## src/fpu_exc_map.vh

```
`ifndef FPU_EXC_MAP_VH
`define FPU_EXC_MAP_VH

// register byte offsets
`define REG_STATUS       8'h00
`define REG_MASK         8'h04
`define REG_FLAGS        8'h08
`define REG_CMD          8'h0c
`define REG_CONV_PC      8'h10
`define REG_CONV_IAR     8'h14
`define REG_SRC_SE       8'h18
`define REG_SRC_MHI      8'h1c
`define REG_SRC_MLO      8'h20
`define REG_DST_SE       8'h24
`define REG_DST_MHI      8'h28
`define REG_DST_MLO      8'h2c
`define REG_WB_SE        8'h30
`define REG_WB_MTOP      8'h34
`define REG_WB_MHI       8'h38
`define REG_WB_MLO       8'h3c
`define REG_CTRL         8'h40

// status / mask bits
`define ST_CONV_BIT      0
`define ST_WB_BIT        1
`define ST_WIDTH         2

// flags register fields
`define FL_CONV_BIT      0
`define FL_WB_BIT        1
`define FL_POST_BIT      2
`define FL_PACKED_BIT    3
`define FL_SOURCE_TYPE_TAG_LSB      4
`define FL_DESTINATION_TYPE_TAG_LSB      8
`define FL_OPCLASS_LSB   12

// control register fields
`define CTRL_RELEASE_BIT 0
`define CTRL_ENABLE_BIT  1
`define CTRL_RESET       2'b10

// sticky bit position in the mantissa-top word
`define WB_STICKY_BIT    8

// command word opclass field
`define OPCLASS_MSB      15
`define OPCLASS_LSB      13
`define OPCLASS_REG_REG  3'h0
`define OPCLASS_MEM_REG  3'h2
`define OPCLASS_MOVE_OUT 3'h3

// conversion-stage fault kinds
`define KIND_OTHER       2'h0
`define KIND_UNIMPL      2'h1
`define KIND_UNSUPP      2'h2
`define KIND_SIGNALING_NAN_FAULT        2'h3

// operand type tags
`define TAG_NORM         3'h0
`define TAG_ZERO         3'h1
`define TAG_INF          3'h2
`define TAG_NAN          3'h3
`define TAG_EXT_DENORM   3'h4
`define TAG_SD_DENORM    3'h5

`endif

```

## src/operand_pack.v

```verilog
`timescale 1ns/100ps
`default_nettype none
`include "fpu_exc_map.vh"

module operand_pack (
  input  wire        packed_src,
  input  wire        src_sign,
  input  wire [14:0] src_exp,
  input  wire [63:0] src_mant,
  input  wire [2:0]  src_tag,
  input  wire        dst_sign,
  input  wire [14:0] dst_exp,
  input  wire [63:0] dst_mant,
  input  wire [95:0] packed_operand,
  output reg         out_src_sign,
  output reg  [14:0] out_src_exp,
  output reg  [63:0] out_src_mant,
  output reg  [2:0]  out_src_tag,
  output reg         out_dst_sign,
  output reg  [14:0] out_dst_exp,
  output reg  [63:0] out_dst_mant
);

  always @* begin
    if (packed_src) begin
      // undefined fields are forced to zero for a repeatable frame
      out_src_sign = 1'b0;
      out_src_exp  = 15'h0000;
      out_src_mant = packed_operand[63:0];
      out_src_tag  = `TAG_NORM;
      out_dst_sign = 1'b0;
      out_dst_exp  = 15'h0000;
      out_dst_mant = {32'h00000000, packed_operand[95:64]};
    end else begin
      out_src_sign = src_sign;
      out_src_exp  = src_exp;
      out_src_mant = src_mant;
      out_src_tag  = src_tag;
      out_dst_sign = dst_sign;
      out_dst_exp  = dst_exp;
      out_dst_mant = dst_mant;
    end
  end

endmodule
`default_nettype wire

```

## src/fpu_exception_state_frame.v

```verilog
`timescale 1ns/100ps
`default_nettype none
`include "fpu_exc_map.vh"

// Overview of operation
// - conversion-stage fault flag set whenever conversion stage reports any fault.
// - writeback flag only for overflow/underflow/inexact on arithmetic opclass 000/010.
// - unimplemented frame: packed flag set means packed decimal source type.
// - source temp holds extended source; packed puts bits 63-0 in mantissa.
// - destination temp holds extended operand; packed puts bits 95-64 low.
// - second opcode word stored unchanged; opclass is its bits 15-13.
// - type tags are 3-bit codes, normalized through single/double denormal.
// - source tag undefined when the source is packed decimal.
// - post-instruction flag set only for opclass 3 move-out faults.
// - writeback faults capture the intermediate sign, exponent, mantissa, sticky.
// - mantissa bit 66 overflow, bits 1,0 guard and round, sticky separate.
// - conversion-stage pc and instruction address are recorded.
// - unimplemented opclass 000/010: operands, tags, conv flag 1, post 0.
// - unsupported type opclass 000/010: operands, tags, conv flag 1, post 0.
// - unsupported type opclass 011: fp register source, tag, flags 1 and 1.
// - signaling nan opclass 000/010: operands, tags, conv flag 1, post 0.
module fpu_exception_state_frame (
  input  wire        pclk,
  input  wire        presetn,
  input  wire        psel,
  input  wire        penable,
  input  wire        pwrite,
  input  wire [7:0]  paddr,
  input  wire [31:0] pwdata,
  output reg  [31:0] prdata,
  output reg         pready,
  output reg         pslverr,
  output reg         irq,
  input  wire        conv_fault,
  input  wire [1:0]  conv_fault_kind,
  input  wire [15:0] command_word,
  input  wire [31:0] conv_pc,
  input  wire [31:0] conv_instr_addr,
  input  wire        packed_src,
  input  wire [95:0] packed_operand,
  input  wire        src_sign,
  input  wire [14:0] src_exp,
  input  wire [63:0] src_mant,
  input  wire [2:0]  src_tag,
  input  wire        dst_sign,
  input  wire [14:0] dst_exp,
  input  wire [63:0] dst_mant,
  input  wire [2:0]  dst_tag,
  input  wire        fpreg_sign,
  input  wire [14:0] fpreg_exp,
  input  wire [63:0] fpreg_mant,
  input  wire        wb_fault,
  input  wire        overflow_fault,
  input  wire        underflow_fault,
  input  wire        inexact_round_fault,
  input  wire        wb_arith_op,
  input  wire [2:0]  wb_opclass,
  input  wire        wb_sign,
  input  wire [15:0] wb_exp,
  input  wire [66:0] wb_mant,
  input  wire        wb_sticky
);

  function is_arith_class;
    input [2:0] oc;
    begin
      is_arith_class = (oc == `OPCLASS_REG_REG) || (oc == `OPCLASS_MEM_REG);
    end
  endfunction

  // software-visible state
  reg [`ST_WIDTH-1:0] status;
  reg [`ST_WIDTH-1:0] mask;
  reg                 capture_enable;
  reg                 conversion_stage_fault;
  reg                 writeback_stage_fault;
  reg                 post_instruction;
  reg                 packed_flag;
  reg [15:0]          captured_command_word;
  reg [31:0]          conversion_stage_pc;
  reg [31:0]          conversion_stage_instr_addr;
  reg                 source_temp_sign;
  reg [14:0]          source_temp_exponent;
  reg [63:0]          source_temp_mantissa;
  reg [2:0]           source_type_tag;
  reg                 destination_temp_sign;
  reg [14:0]          destination_temp_exponent;
  reg [63:0]          destination_temp_mantissa;
  reg [2:0]           destination_type_tag;
  reg                 intermediate_sign;
  reg [15:0]          intermediate_exponent;
  reg [66:0]          intermediate_mantissa;
  reg                 sticky_flag;

  wire        pk_src_sign;
  wire [14:0] pk_src_exp;
  wire [63:0] pk_src_mant;
  wire [2:0]  pk_src_tag;
  wire        pk_dst_sign;
  wire [14:0] pk_dst_exp;
  wire [63:0] pk_dst_mant;

  operand_pack i_operand_pack (
    .packed_src     (packed_src),
    .src_sign       (src_sign),
    .src_exp        (src_exp),
    .src_mant       (src_mant),
    .src_tag        (src_tag),
    .dst_sign       (dst_sign),
    .dst_exp        (dst_exp),
    .dst_mant       (dst_mant),
    .packed_operand (packed_operand),
    .out_src_sign   (pk_src_sign),
    .out_src_exp    (pk_src_exp),
    .out_src_mant   (pk_src_mant),
    .out_src_tag    (pk_src_tag),
    .out_dst_sign   (pk_dst_sign),
    .out_dst_exp    (pk_dst_exp),
    .out_dst_mant   (pk_dst_mant)
  );

  wire [2:0] cmd_opclass = command_word[`OPCLASS_MSB:`OPCLASS_LSB];
  wire       move_out    = (cmd_opclass == `OPCLASS_MOVE_OUT);
  wire       arith_class = is_arith_class(cmd_opclass);

  // a held frame is never overwritten, so the saved view matches the fault
  wire conv_take = capture_enable & conv_fault & ~conversion_stage_fault;
  wire wb_cause  = overflow_fault | underflow_fault | inexact_round_fault;
  wire wb_take   = capture_enable & wb_fault & wb_cause & wb_arith_op &
                   is_arith_class(wb_opclass) & ~writeback_stage_fault;

  // apb decode
  wire setup_ph  = psel & ~penable;
  wire done_rd   = psel & penable & pready & ~pwrite;
  wire done_wr   = psel & penable & pready & pwrite;
  wire release_w = done_wr & (paddr == `REG_CTRL) &
                   pwdata[`CTRL_RELEASE_BIT];

  reg        next_mapped;
  reg [31:0] next_rdata;

  always @* begin
    next_mapped = 1'b1;
    next_rdata  = 32'h00000000;
    case (paddr)
      `REG_STATUS: next_rdata[`ST_WIDTH-1:0] = status;
      `REG_MASK:   next_rdata[`ST_WIDTH-1:0] = mask;
      `REG_FLAGS: begin
        next_rdata[`FL_CONV_BIT]   = conversion_stage_fault;
        next_rdata[`FL_WB_BIT]     = writeback_stage_fault;
        next_rdata[`FL_POST_BIT]   = post_instruction;
        next_rdata[`FL_PACKED_BIT] = packed_flag;
        next_rdata[`FL_SOURCE_TYPE_TAG_LSB+2:`FL_SOURCE_TYPE_TAG_LSB] = source_type_tag;
        next_rdata[`FL_DESTINATION_TYPE_TAG_LSB+2:`FL_DESTINATION_TYPE_TAG_LSB] = destination_type_tag;
        next_rdata[`FL_OPCLASS_LSB+2:`FL_OPCLASS_LSB] =
          captured_command_word[`OPCLASS_MSB:`OPCLASS_LSB];
      end
      `REG_CMD:      next_rdata[15:0] = captured_command_word;
      `REG_CONV_PC:  next_rdata = conversion_stage_pc;
      `REG_CONV_IAR: next_rdata = conversion_stage_instr_addr;
      `REG_SRC_SE:
        next_rdata = {source_temp_sign, 16'h0000, source_temp_exponent};
      `REG_SRC_MHI:  next_rdata = source_temp_mantissa[63:32];
      `REG_SRC_MLO:  next_rdata = source_temp_mantissa[31:0];
      `REG_DST_SE: next_rdata = {destination_temp_sign, 16'h0000,
                                 destination_temp_exponent};
      `REG_DST_MHI:  next_rdata = destination_temp_mantissa[63:32];
      `REG_DST_MLO:  next_rdata = destination_temp_mantissa[31:0];
      `REG_WB_SE:
        next_rdata = {intermediate_sign, 15'h0000, intermediate_exponent};
      `REG_WB_MTOP: begin
        next_rdata[2:0] = intermediate_mantissa[66:64];
        next_rdata[`WB_STICKY_BIT] = sticky_flag;
      end
      `REG_WB_MHI:   next_rdata = intermediate_mantissa[63:32];
      `REG_WB_MLO:   next_rdata = intermediate_mantissa[31:0];
      `REG_CTRL:     next_rdata[`CTRL_ENABLE_BIT] = capture_enable;
      default:       next_mapped = 1'b0;
    endcase
  end

  // mask write acts on irq in the same edge as the register
  reg [`ST_WIDTH-1:0] next_mask;

  always @* begin
    next_mask = mask;
    if (done_wr && paddr == `REG_MASK)
      next_mask = pwdata[`ST_WIDTH-1:0];
  end

  localparam [1:0] CTRL_INIT = `CTRL_RESET;

  // sticky events: a new capture in the read-clear cycle stays set
  reg [`ST_WIDTH-1:0] next_status;

  always @* begin
    next_status = status;
    if (done_rd && paddr == `REG_STATUS)
      next_status = {`ST_WIDTH{1'b0}};
    if (conv_take)
      next_status[`ST_CONV_BIT] = 1'b1;
    if (wb_take)
      next_status[`ST_WB_BIT] = 1'b1;
  end

  // bus slave: answer prepared in setup, so access phase is one cycle
  always @(posedge pclk or negedge presetn) begin
    if (!presetn) begin
      pready  <= 1'b0;
      pslverr <= 1'b0;
      prdata  <= 32'h00000000;
    end else begin
      pready  <= setup_ph;
      pslverr <= setup_ph & ~next_mapped;
      if (setup_ph && !pwrite)
        prdata <= next_rdata;
    end
  end

  always @(posedge pclk or negedge presetn) begin
    if (!presetn) begin
      status         <= {`ST_WIDTH{1'b0}};
      mask           <= {`ST_WIDTH{1'b0}};
      capture_enable <= CTRL_INIT[`CTRL_ENABLE_BIT];
      irq            <= 1'b0;
    end else begin
      status <= next_status;
      irq    <= |(next_status & next_mask);
      mask   <= next_mask;
      if (done_wr && paddr == `REG_CTRL)
        capture_enable <= pwdata[`CTRL_ENABLE_BIT];
    end
  end

  // conversion-stage context
  always @(posedge pclk or negedge presetn) begin
    if (!presetn) begin
      conversion_stage_fault      <= 1'b0;
      post_instruction            <= 1'b0;
      packed_flag                 <= 1'b0;
      captured_command_word       <= 16'h0000;
      conversion_stage_pc         <= 32'h00000000;
      conversion_stage_instr_addr <= 32'h00000000;
      source_temp_sign            <= 1'b0;
      source_temp_exponent        <= 15'h0000;
      source_temp_mantissa        <= 64'h0000000000000000;
      source_type_tag             <= `TAG_NORM;
      destination_temp_sign       <= 1'b0;
      destination_temp_exponent   <= 15'h0000;
      destination_temp_mantissa   <= 64'h0000000000000000;
      destination_type_tag        <= `TAG_NORM;
    end else if (conv_take) begin
      conversion_stage_fault      <= 1'b1;
      post_instruction            <= move_out;
      captured_command_word       <= command_word;
      conversion_stage_pc         <= conv_pc;
      conversion_stage_instr_addr <= conv_instr_addr;
      if (move_out) begin
        // unrounded register source, no destination operand
        packed_flag               <= 1'b0;
        source_temp_sign          <= fpreg_sign;
        source_temp_exponent      <= fpreg_exp;
        source_temp_mantissa      <= fpreg_mant;
        source_type_tag           <= src_tag;
        destination_type_tag      <= `TAG_NORM;
      end else begin
        // opclass 000/010 and any other kind share this frame layout
        packed_flag               <= packed_src &
                                     (conv_fault_kind == `KIND_UNIMPL ||
                                      conv_fault_kind == `KIND_UNSUPP);
        source_temp_sign          <= pk_src_sign;
        source_temp_exponent      <= pk_src_exp;
        source_temp_mantissa      <= pk_src_mant;
        source_type_tag           <= pk_src_tag;
        destination_temp_sign     <= pk_dst_sign;
        destination_temp_exponent <= pk_dst_exp;
        destination_temp_mantissa <= pk_dst_mant;
        destination_type_tag      <= arith_class ? dst_tag : `TAG_NORM;
      end
    end else if (release_w) begin
      conversion_stage_fault      <= 1'b0;
      post_instruction            <= 1'b0;
      packed_flag                 <= 1'b0;
    end
  end

  // writeback-stage context
  always @(posedge pclk or negedge presetn) begin
    if (!presetn) begin
      writeback_stage_fault <= 1'b0;
      intermediate_sign     <= 1'b0;
      intermediate_exponent <= 16'h0000;
      intermediate_mantissa <= 67'h0;
      sticky_flag           <= 1'b0;
    end else if (wb_take) begin
      writeback_stage_fault <= 1'b1;
      intermediate_sign     <= wb_sign;
      intermediate_exponent <= wb_exp;
      intermediate_mantissa <= wb_mant;
      sticky_flag           <= wb_sticky;
    end else if (release_w) begin
      writeback_stage_fault <= 1'b0;
    end
  end

endmodule
`default_nettype wire

```

## config.mk

```make
export PLATFORM = sky130hd
export DESIGN_NAME = fpu_exception_state_frame
export DESIGN_NICKNAME = d
export VERILOG_FILES = /design/src/operand_pack.v /design/src/fpu_exception_state_frame.v
export VERILOG_INCLUDE_DIRS = /design/src
export SDC_FILE = /design/constraint.sdc
export NUM_CORES = 1
export LEC_CHECK = 0
export CAP_MARGIN = 0
export CORE_MARGIN = 5
export CORE_UTILIZATION = 29
export DETAILED_ROUTE_END_ITERATION = 8
export DONT_BUFFER_PORTS = 1
export PLACE_DENSITY_LB_ADDON = 0.08
export SLEW_MARGIN = 20
export SYNTH_ARGS = -nofsm -noshare
export SYNTH_HDL_FRONTEND = slang
export SYNTH_SLANG_ARGS = --single-unit
```

## constraint.sdc

```tcl
create_clock -name pclk -period 3.2 [get_ports pclk]
set_input_delay 0.96 -clock pclk [delete_from_list [all_inputs] [get_ports pclk]]
set_output_delay 0.96 -clock pclk [all_outputs]
set_load 0.01 [all_outputs]
```

==> results of run 1 <==
==> cell type report <==
type / count / area (sq um)
Sequential cell: 375 / 9390
Antenna cell: 5 / 12.5
Inverter: 5 / 18.8
Tap cell: 855 / 1070
Clock buffer: 67 / 1310
Fill cell: 6653 / 42900
Multi-Input combinational cell: 1412 / 8750
Timing Repair Buffer: 55 / 588
Clock inverter: 17 / 224
==> flip-flops by register name, summed over array words and instances, names as in the netlist, 16 cells and up <==
signal / flops
source_temp_mantissa: 64
conversion_stage_instr_addr: 32
captured_command_word: 16
conversion_stage_pc: 32
prdata: 32
intermediate_exponent: 16
intermediate_mantissa: 67
destination_temp_mantissa: 64
==> logic make-up after synthesis <==
group                  Yosys count
AND/OR/NAND/NOR                706
AO/OA/AOI/OAI                  465
flip-flops                     375
multiplexers                   240
buffers and inverters          156
XOR/XNOR                         1
==> final timing paths <==
kind                                                              end  cells past startpoint                           start  slack, ns
worst max-delay path                           prdata[22]$_DFFE_PN0P_                      5                        paddr[4]        1.0
worst min-delay path              source_temp_mantissa[3]$_DFFE_PN0P_                      0                         presetn        0.1
worst max register to register  intermediate_mantissa[52]$_DFFE_PN0P_                      4      capture_enable$_DFFE_PN1N_       1.21
worst min register to register         source_type_tag[1]$_DFFE_PN0P_                      2  source_type_tag[1]$_DFFE_PN0P_       0.47
max in group asynchronous         conversion_stage_pc[13]$_DFFE_PN0P_                      0                         presetn       1.47
min in group pclk                                    pready$_DFF_PN0_                      1                         penable       0.45
==> Yosys cell counts, drive strengths merged (12+ instances only) <==
cell type / instances
a21oi: 99
a22o: 15
a22oi: 65
buf: 67
clkbuf: 84
dfrtp: 374
mux2: 107
mux2i: 125
nand2: 459
nand2b: 48
nand3: 32
nor2: 97
nor3: 12
nor3b: 17
o21ai: 185
o22ai: 19
==> power by group <==
group | switching [mW] | internal (mW)
clock network | 2.14 | 3.24
logic | 0.324 | 0.235
registers | 0.0928 | 4.85
==> cell usage in the layout, fill, tap and decap left out, types with 11 or more instances in the layout <==
cell type  netlist  layout
nand2_1        459     458
dfrtp_1        374     374
o21ai_0        182     182
mux2i_1        125     125
mux2_2         106     106
a21oi_1         99      99
nor2_1          91      89
a22oi_1         65      65
nand2b_1        48      48
clkbuf_16        0      47
buf_4            8      41
nand3_1         32      32
o22ai_1         19      19
nor3b_1         16      16
a22o_1          15      15
clkbuf_1        84      14
buf_12           0      14
nor3_1          12      12
a31oi_1         11      11
==> critical path: stages <==
cell and delay, ns:
or4b_1 0.80, nor2_4 0.40, a222oi_1 0.15, buf_4 0.20, a31oi_1 0.15
==> through the flow <==
stage	hold slack [ns]	total power, mW	instance area (sq um)	setup WS, ns
detailed placement	0.456	5.59	19800	0.462
floorplan	0.438	5.43	18800	0.715
finish	0.0954	10.9	21400	1.00
global route	0.0663	11.3	21400	1.01
global placement	0.450	5.58	19800	0.502
CTS	0.0573	11.0	21300	1.08
==> metal layers <==
metal  track usage  vias to the layer above
li1              -                     6751
met1         0.321                     7285
met2         0.347                      598
met3        0.0559                       97
met4        0.0576                        6
met5             0                        -
==> run metrics, run 1 <==
Crit Path Max Fanout=34; Nets=2459; setup_tns=0 ns; Hold Path Class=input pin to asynchronous set/reset pin; clock sinks=375; DRT iter0 DRCs=1062; placed cell count=2702; clock-pin slew on the worst setup and hold paths=0.06 ns; uppermost layer routed=met5; crit path kind=input pin to flip-flop; number of synthesized flops with an enable pin=0; Core Footprint=64200 sq um; mux contribution to synthesized area=0.141; Fmax achieved=454 MHz; Worst-Margin Slew=2.08 ns; layout cell share with drive strength beyond 1=0.139; Final Skew=0.0159 ns; post_cts resized=0; Starting Density=0.292; Avg WL per Cell=29.6 microns; I/O pin count=599; met1 WL=37500 microns; WL met2=37200 microns; Max VDD drop=368 uV; Primary FF master, synth=dfrtp_1; Synth Area in Simple Gates=0.169; die area=69900 sq um; Synth Area in Compound Gates=0.153; Synth Area in Adders=0; Leak Pwr=9.66 nW; flop and latch count out of synthesis=375; Async SR Flop Fraction=1.00; max_cap viols=0; Cells after Synth=1943; routability cong.=0.839; slew margin rel.=-0.385; Worst Path Required=3.70 ns; port bufs=0; RSZ-0062 raised after global routing=false; final count of hold timing violations=0; H-Tree Depth=2; area added between synthesis and finish=13.8%; clock buffer count from CTS=46; Root Buffer=clkbuf_16; Worst EP arrival=2.70 ns; ANT nets after route=0; first-pass GRT wire length=115000 microns; minimum clock period=2.20 ns; vias in the first global route=15100; status=complete, but fails checks; initial antenna violation count=14; Ys Warns=0; post-synthesis sequential area ratio=0.500; Avg Cell Area, Syn=9.66 sq um; HPWL after DPL=61700 microns; Synth cell types=72; Mapped Area=18800 sq um; final WL=82600 microns; Synth Area in XOR/XNOR=0.000467; Setup crit end kind=flip-flop; PwrDens=509 nW/um^2; Die Span X=264 microns; Finish-stage setup viols=0; Layout Cells excl Fill=2791; Yosys top cell by area=dfrtp_1; Worst-Skew Late Latency=0.59 ns; Max Root-Sink Buffers=3; DR vias=14700; DRC Markers=0; period utilization=0.688; Layout Utilization=0.332; row cnt=93; largest net degree at the start of global routing=376; area share of the largest cell type after synthesis=0.499; hold buffers post-CTS=0; Startpoint Class=input pin; DR vias/cell=5.28; DR pass1 iterations=8; pins over their slew limit=223; Post CTS Setup Buffer Count=0; CTS tree=yes; syn_nets=2507; failing checks=slew limit; grt total ovfl=0; top cells by area, synth=dfrtp_1, nand2_1, mux2i_1; largest family of logic cells by synthesized area=simple AND/OR/NAND/NOR gates; total track usage=0.226; Chip Height=264 microns; met3 WL=5900 microns
(Power assumes the default switching activity.)
==> inputs of run 2 (changes only) <==
- clock period: 3.2 -> 2 ns (I/O delays scaled with it)
==> run 2 against run 1 <==
Global-route usage up 0.088 points. Register-to-register slack worse by 1.1 ns. Setup slack got worse by 0.88 ns. The run ends with hold timing left. Critical path depth unchanged. Count of clock-buffer cells in the layout increased by 5. First-iteration DRC count rose by 4.6%. Combinational power rose by 78%. Clock power rose by 59%. Design area is 4.7% higher.
==> run metrics, run 2 (same netlist as run 1, synthesis figures left out) <==
status=complete, but fails checks; failing checks=hold timing; final WL=82800 microns; DR vias/cell=5.20; DRC Markers=0; Clk pwr share=0.491; Nets=2568; clock buffer count from CTS=47; sw frac=0.237; RSZ-0062 raised after global routing=false; setup ws final=0.121 ns; hold_ws=-0.262 ns; grt total ovfl=0; Post-DP Area=20800 sq um; Post CTS Setup Buffer Count=0; minimum clock period=1.88 ns; Finish-stage setup viols=0; CTS tree=yes; crit path kind=flip-flop to flip-flop; routability cong.=0.865; Max VDD drop=522 uV; die area=69900 sq um; Starting Density=0.292; Final Skew=0.0133 ns; DR pass1 iterations=5; initial antenna violation count=10; Core Footprint=64200 sq um; row cnt=93; top flop regs=intermediate_mantissa x67, destination_temp_mantissa x64, source_temp_mantissa x64; max_cap viols=0; final instance area=22400 sq um; PwrDens=782 nW/um^2; Chip Height=264 microns; Die Span X=264 microns; clock sinks=375; DRT iter0 DRCs=1111; Fmax achieved=532 MHz; sequential fraction of design power=0.452; switching power=4.15 mW; clock-pin slew on the worst setup and hold paths=0.06 ns; layout cell share with drive strength beyond 1=0.190; H-Tree Depth=2; Reg-to-Reg End=intermediate_mantissa[22]$_DFFE_PN0P_; Post-Place Worst Slack=-0.321 ns; DR vias=15100; commonest non-fill, non-tap cell in the layout=nand2_1; R2R Setup Slk=0.12 ns; slew margin rel.=0.273; vias in the first global route=15600; first-pass GRT wire length=116000 microns; largest net degree at the start of global routing=376; final count of hold timing violations=374; total track usage=0.227; pins over their slew limit=0; Critical R2R Launch=capture_enable$_DFFE_PN1N_; ANT nets after route=0; I/O pin count=599; max reg flops=67; Worst Path Required=2.46 ns; Biggest register=intermediate_mantissa; Setup crit end kind=flip-flop; Startpoint Class=flip-flop; Worst-Skew Late Latency=0.58 ns; Leak Pwr=10.3 nW; HPWL after DPL=63500 microns; Pint=13.3 mW; Comb pwr share=0.057; port bufs=0; Avg WL per Cell=28.6 microns; period utilization=0.940; commonest cells after routing, fill and taps aside=nand2_1, dfrtp_1, o21ai_0; Hold Path Class=input pin to asynchronous set/reset pin; Worst EP arrival=2.34 ns; area added between synthesis and finish=19.2%; Max Root-Sink Buffers=3; Crit Path Max Fanout=19; Worst-Margin Slew=1.09 ns; Worst Reg-to-Reg Cells=5; Root Buffer=clkbuf_16
-- run 2: cell count changes in the layout (fill, tap and decap cells not counted), sizes merged --
cell,before,now
buf,55,163
clkbuf,67,72
bufinv,5,1
clkinv,7,11
clkinvlp,4,2
inv,6,5
-- run 2: per-layer routing --
| metal | up-vias | GRT usage | part of all wire |
|---|---|---|---|
| met4 | 4 | 0.0466 | 0.017 |
| li1 | 6979 | - | - |
| met1 | 7439 | 0.326 | 0.46 |
| met3 | 81 | 0.0530 | 0.073 |
| met2 | 568 | 0.352 | 0.45 |
| met5 | - | 0 | 0.00033 |
-- run 2: worst max-delay path, cell delays in order, from the launching register on --
cell	delay [ns]
dfstp_2	0.56
nand4b_1	0.15
nor4_4	0.29
buf_12	0.22
buf_12	0.18
mux2_2	0.35
-- run 2: per-stage QoR --
step / total power, mW / utilization / setup TNS (ns) / hold slack (ns) / cells
after floorplan: 8.69 / - / -0.0990 / 0.304 / 1943
after global placement: 9.03 / 0.324 / -2.64 / 0.327 / 2810
after detailed placement: 9.05 / 0.324 / -3.20 / 0.326 / 2810
after CTS: 17.8 / 0.348 / 0 / -0.300 / 2896
after global routing: 18.1 / 0.348 / 0 / -0.296 / 2900
final: 17.5 / 0.348 / 0 / -0.262 / 2901
-- run 2: what timing repair did --
| item | in CTS | in global routing |
|---|---|---|
| endpoints found under the setup margin | 1 | 1 |
| endpoints found under the hold margin | 375 | 374 |
| resized for setup | 1 | 1 |
-- run 2: layout make-up --
type                       instances  area (sq um)
fill                            6641         41900
multi-input combinational       1412          8780
sequential                       375          9390
clock buffer                      72          1450
clock inverter                    14           104
tap                              855          1070
antenna                            5          12.5
timing repair buffer             163          1550
inverter                           5          18.8
-- run 2: worst max path at each step --
stage / endpoint / startpoint / cells after the start
detailed placement: prdata[3]$_DFFE_PN0P_ / paddr[5] / 6
floorplan: irq$_DFF_PN0_ / paddr[3] / 7
global route: intermediate_mantissa[23]$_DFFE_PN0P_ / capture_enable$_DFFE_PN1N_ / 5
finish: intermediate_mantissa[22]$_DFFE_PN0P_ / capture_enable$_DFFE_PN1N_ / 5
global placement: prdata[3]$_DFFE_PN0P_ / paddr[2] / 7
CTS: prdata[3]$_DFFE_PN0P_ / source_temp_exponent[3]$_DFFE_PN0P_ / 6
-- run 2: power groups by stage --
| stage | Combinational, mW | Clock (mW) | Sequential [mW] |
|---|---|---|---|
| final | 0.996 | 8.58 | 7.90 |
| after global routing | 1.10 | 9.12 | 7.91 |
| after CTS | 1.01 | 8.85 | 7.90 |
| after detailed placement | 1.01 | 0 | 8.04 |
| after global placement | 0.999 | 0 | 8.03 |
| after floorplan | 0.721 | 0 | 7.97 |
==> inputs of run 3 (changes only) <==
- REMOVE_ABC_BUFFERS: default -> 1
==> run 3 against run 2 <==
Global-route usage fell by 2.0 points. Final cell count decreased by 1.7%. Highest routed layer unchanged. Combinational power decreased by 7.9%. Fmax down 2.2%. The run still ends with hold timing left. Setup slack got worse by 0.042 ns. Design area fell by 1.7%. Total power shrank 0.29%. Flip-flop and latch count is the same. Non-clock buffer count fell by 51. Largest cell class unchanged. Via count is 2.2% lower.
==> run metrics, run 3 (same netlist as run 1, synthesis figures left out) <==
die area=69900 sq um; Seq. cell area=9390 sq um; status=complete, but fails checks; top flop regs=intermediate_mantissa x67, destination_temp_mantissa x64, source_temp_mantissa x64; Core Footprint=64200 sq um; Final Skew=0.00857 ns; ANT nets after route=0; final WL=75800 microns; Post-DP Area=20400 sq um; first-pass GRT wire length=108000 microns; slew margin rel.=0.272; row cnt=93; I/O pin count=599; final count of hold timing violations=374; switching power=4.00 mW; Finish-stage setup viols=0; Worst-Skew Late Latency=0.57 ns; Root Buffer=clkbuf_16; commonest non-fill, non-tap cell in the layout=nand2_1; CTS tree=yes; Starting Density=0.292; Worst EP arrival=2.37 ns; Pint=13.4 mW; PwrDens=793 nW/um^2; final instance area=22000 sq um; Nets=2518; Die Span X=264 microns; Startpoint Class=flip-flop; Hold Path Class=input pin to asynchronous set/reset pin; Post CTS Setup Buffer Count=0; initial antenna violation count=23; Fillers=6647; Leak Pwr=10.0 nW; minimum clock period=1.92 ns; largest net degree at the start of global routing=376; DRT iter0 DRCs=936; clock-pin slew on the worst setup and hold paths=0.06 ns; sequential fraction of design power=0.452; max_cap viols=0; Biggest register=intermediate_mantissa; RSZ-0062 raised after global routing=false; HPWL after DPL=54700 microns; failing checks=hold timing; Clk pwr share=0.495; area added between synthesis and finish=17.1%; R2R Setup Slk=0.08 ns; Reg-to-Reg End=intermediate_mantissa[20]$_DFFE_PN0P_; clock sinks=375; DR vias/cell=5.17; DR vias=14700; Crit Path Max Fanout=25; layout cell share with drive strength beyond 1=0.164; routability cong.=0.775; Worst-Margin Slew=1.09 ns; period utilization=0.961; vias in the first global route=15400; pins over their slew limit=0; Critical R2R Launch=capture_enable$_DFFE_PN1N_; Fmax achieved=520 MHz; Avg WL per Cell=26.6 microns; crit path kind=flip-flop to flip-flop; sw frac=0.230; Worst Path Required=2.45 ns; multi-input logic area=8760 sq um; DR pass1 iterations=5; port bufs=0; Worst Reg-to-Reg Cells=5; Comb pwr share=0.053; Chip Height=264 microns; Worst Setup SP=capture_enable$_DFFE_PN1N_; hold_ws=-0.248 ns; Setup crit end kind=flip-flop; grt total ovfl=0; total track usage=0.207; max reg flops=67; H-Tree Depth=2; Max Root-Sink Buffers=3; DRC Markers=0; Max VDD drop=514 uV; commonest cells after routing, fill and taps aside=nand2_1, dfrtp_1, o21ai_0; clock buffer count from CTS=48
[run 3: layer usage]
layer  GRT usage  share of wire  vias up
met2       0.350           0.49      441
met4      0.0456          0.018       24
met1       0.264           0.42     7286
met5           0         0.0023        -
met3      0.0608          0.071      103
li1            -              -     6886
[run 3: worst max-delay path by stage]
stage                                                          end  cells past startpoint  slack (ns)
after CTS                    intermediate_mantissa[20]$_DFFE_PN0P_                      5        0.05
after global placement                               irq$_DFF_PN0_                      6       -0.20
after floorplan           destination_temp_exponent[0]$_DFFE_PN0P_                      5       -5.24
after detailed placement                    prdata[22]$_DFFE_PN0P_                      5       -0.23
after global routing         intermediate_mantissa[20]$_DFFE_PN0P_                      5       0.004
final                        intermediate_mantissa[20]$_DFFE_PN0P_                      5        0.08
[run 3: area by class of cell]
| type | count | area share |
|---|---|---|
| Multi-Input combinational cell | 1412 | 0.398 |
| Clock inverter | 8 | 0.00535 |
| Inverter | 5 | 0.000854 |
| Sequential cell | 375 | 0.427 |
| Timing Repair Buffer | 112 | 0.0534 |
| Tap cell | 855 | 0.0487 |
| Antenna cell | 11 | 0.00125 |
| Clock buffer | 75 | 0.0652 |
[run 3: per-stage QoR]
step / utilization / power [mW] / setup slack (ns) / instances / setup TNS (ns)
floorplan: - / 8.54 / -5.24 / 1792 / -1367.34
global route: 0.342 / 18.1 / 0.00405 / 2848 / 0
finish: 0.342 / 17.4 / 0.0783 / 2853 / 0
global placement: 0.317 / 8.93 / -0.201 / 2759 / -4.08
CTS: 0.342 / 17.7 / 0.0501 / 2842 / 0
detailed placement: 0.317 / 8.95 / -0.233 / 2759 / -4.94
[run 3: worst max-delay path, cell delays in order (launching register included)]
cell and delay, ns:
dfstp_2 0.55, nand4b_1 0.15, nor4_4 0.32, buf_12 0.19, buf_16 0.20, mux2_2 0.36
[run 3: timing repair]
item / CTS / global route
endpoints found under the setup margin: 0 / 1
gates resized for setup: 0 / 2
hold endpoints to repair: 375 / 374
[run 3: power by group through the flow]
stage | combinational [mW] | sequential [mW] | clock, mW
final | 0.917 | 7.88 | 8.63
after global routing | 1.02 | 7.89 | 9.19
after CTS | 0.938 | 7.88 | 8.89
after detailed placement | 0.936 | 8.02 | 0
after global placement | 0.919 | 8.01 | 0
after floorplan | 0.576 | 7.97 | 0
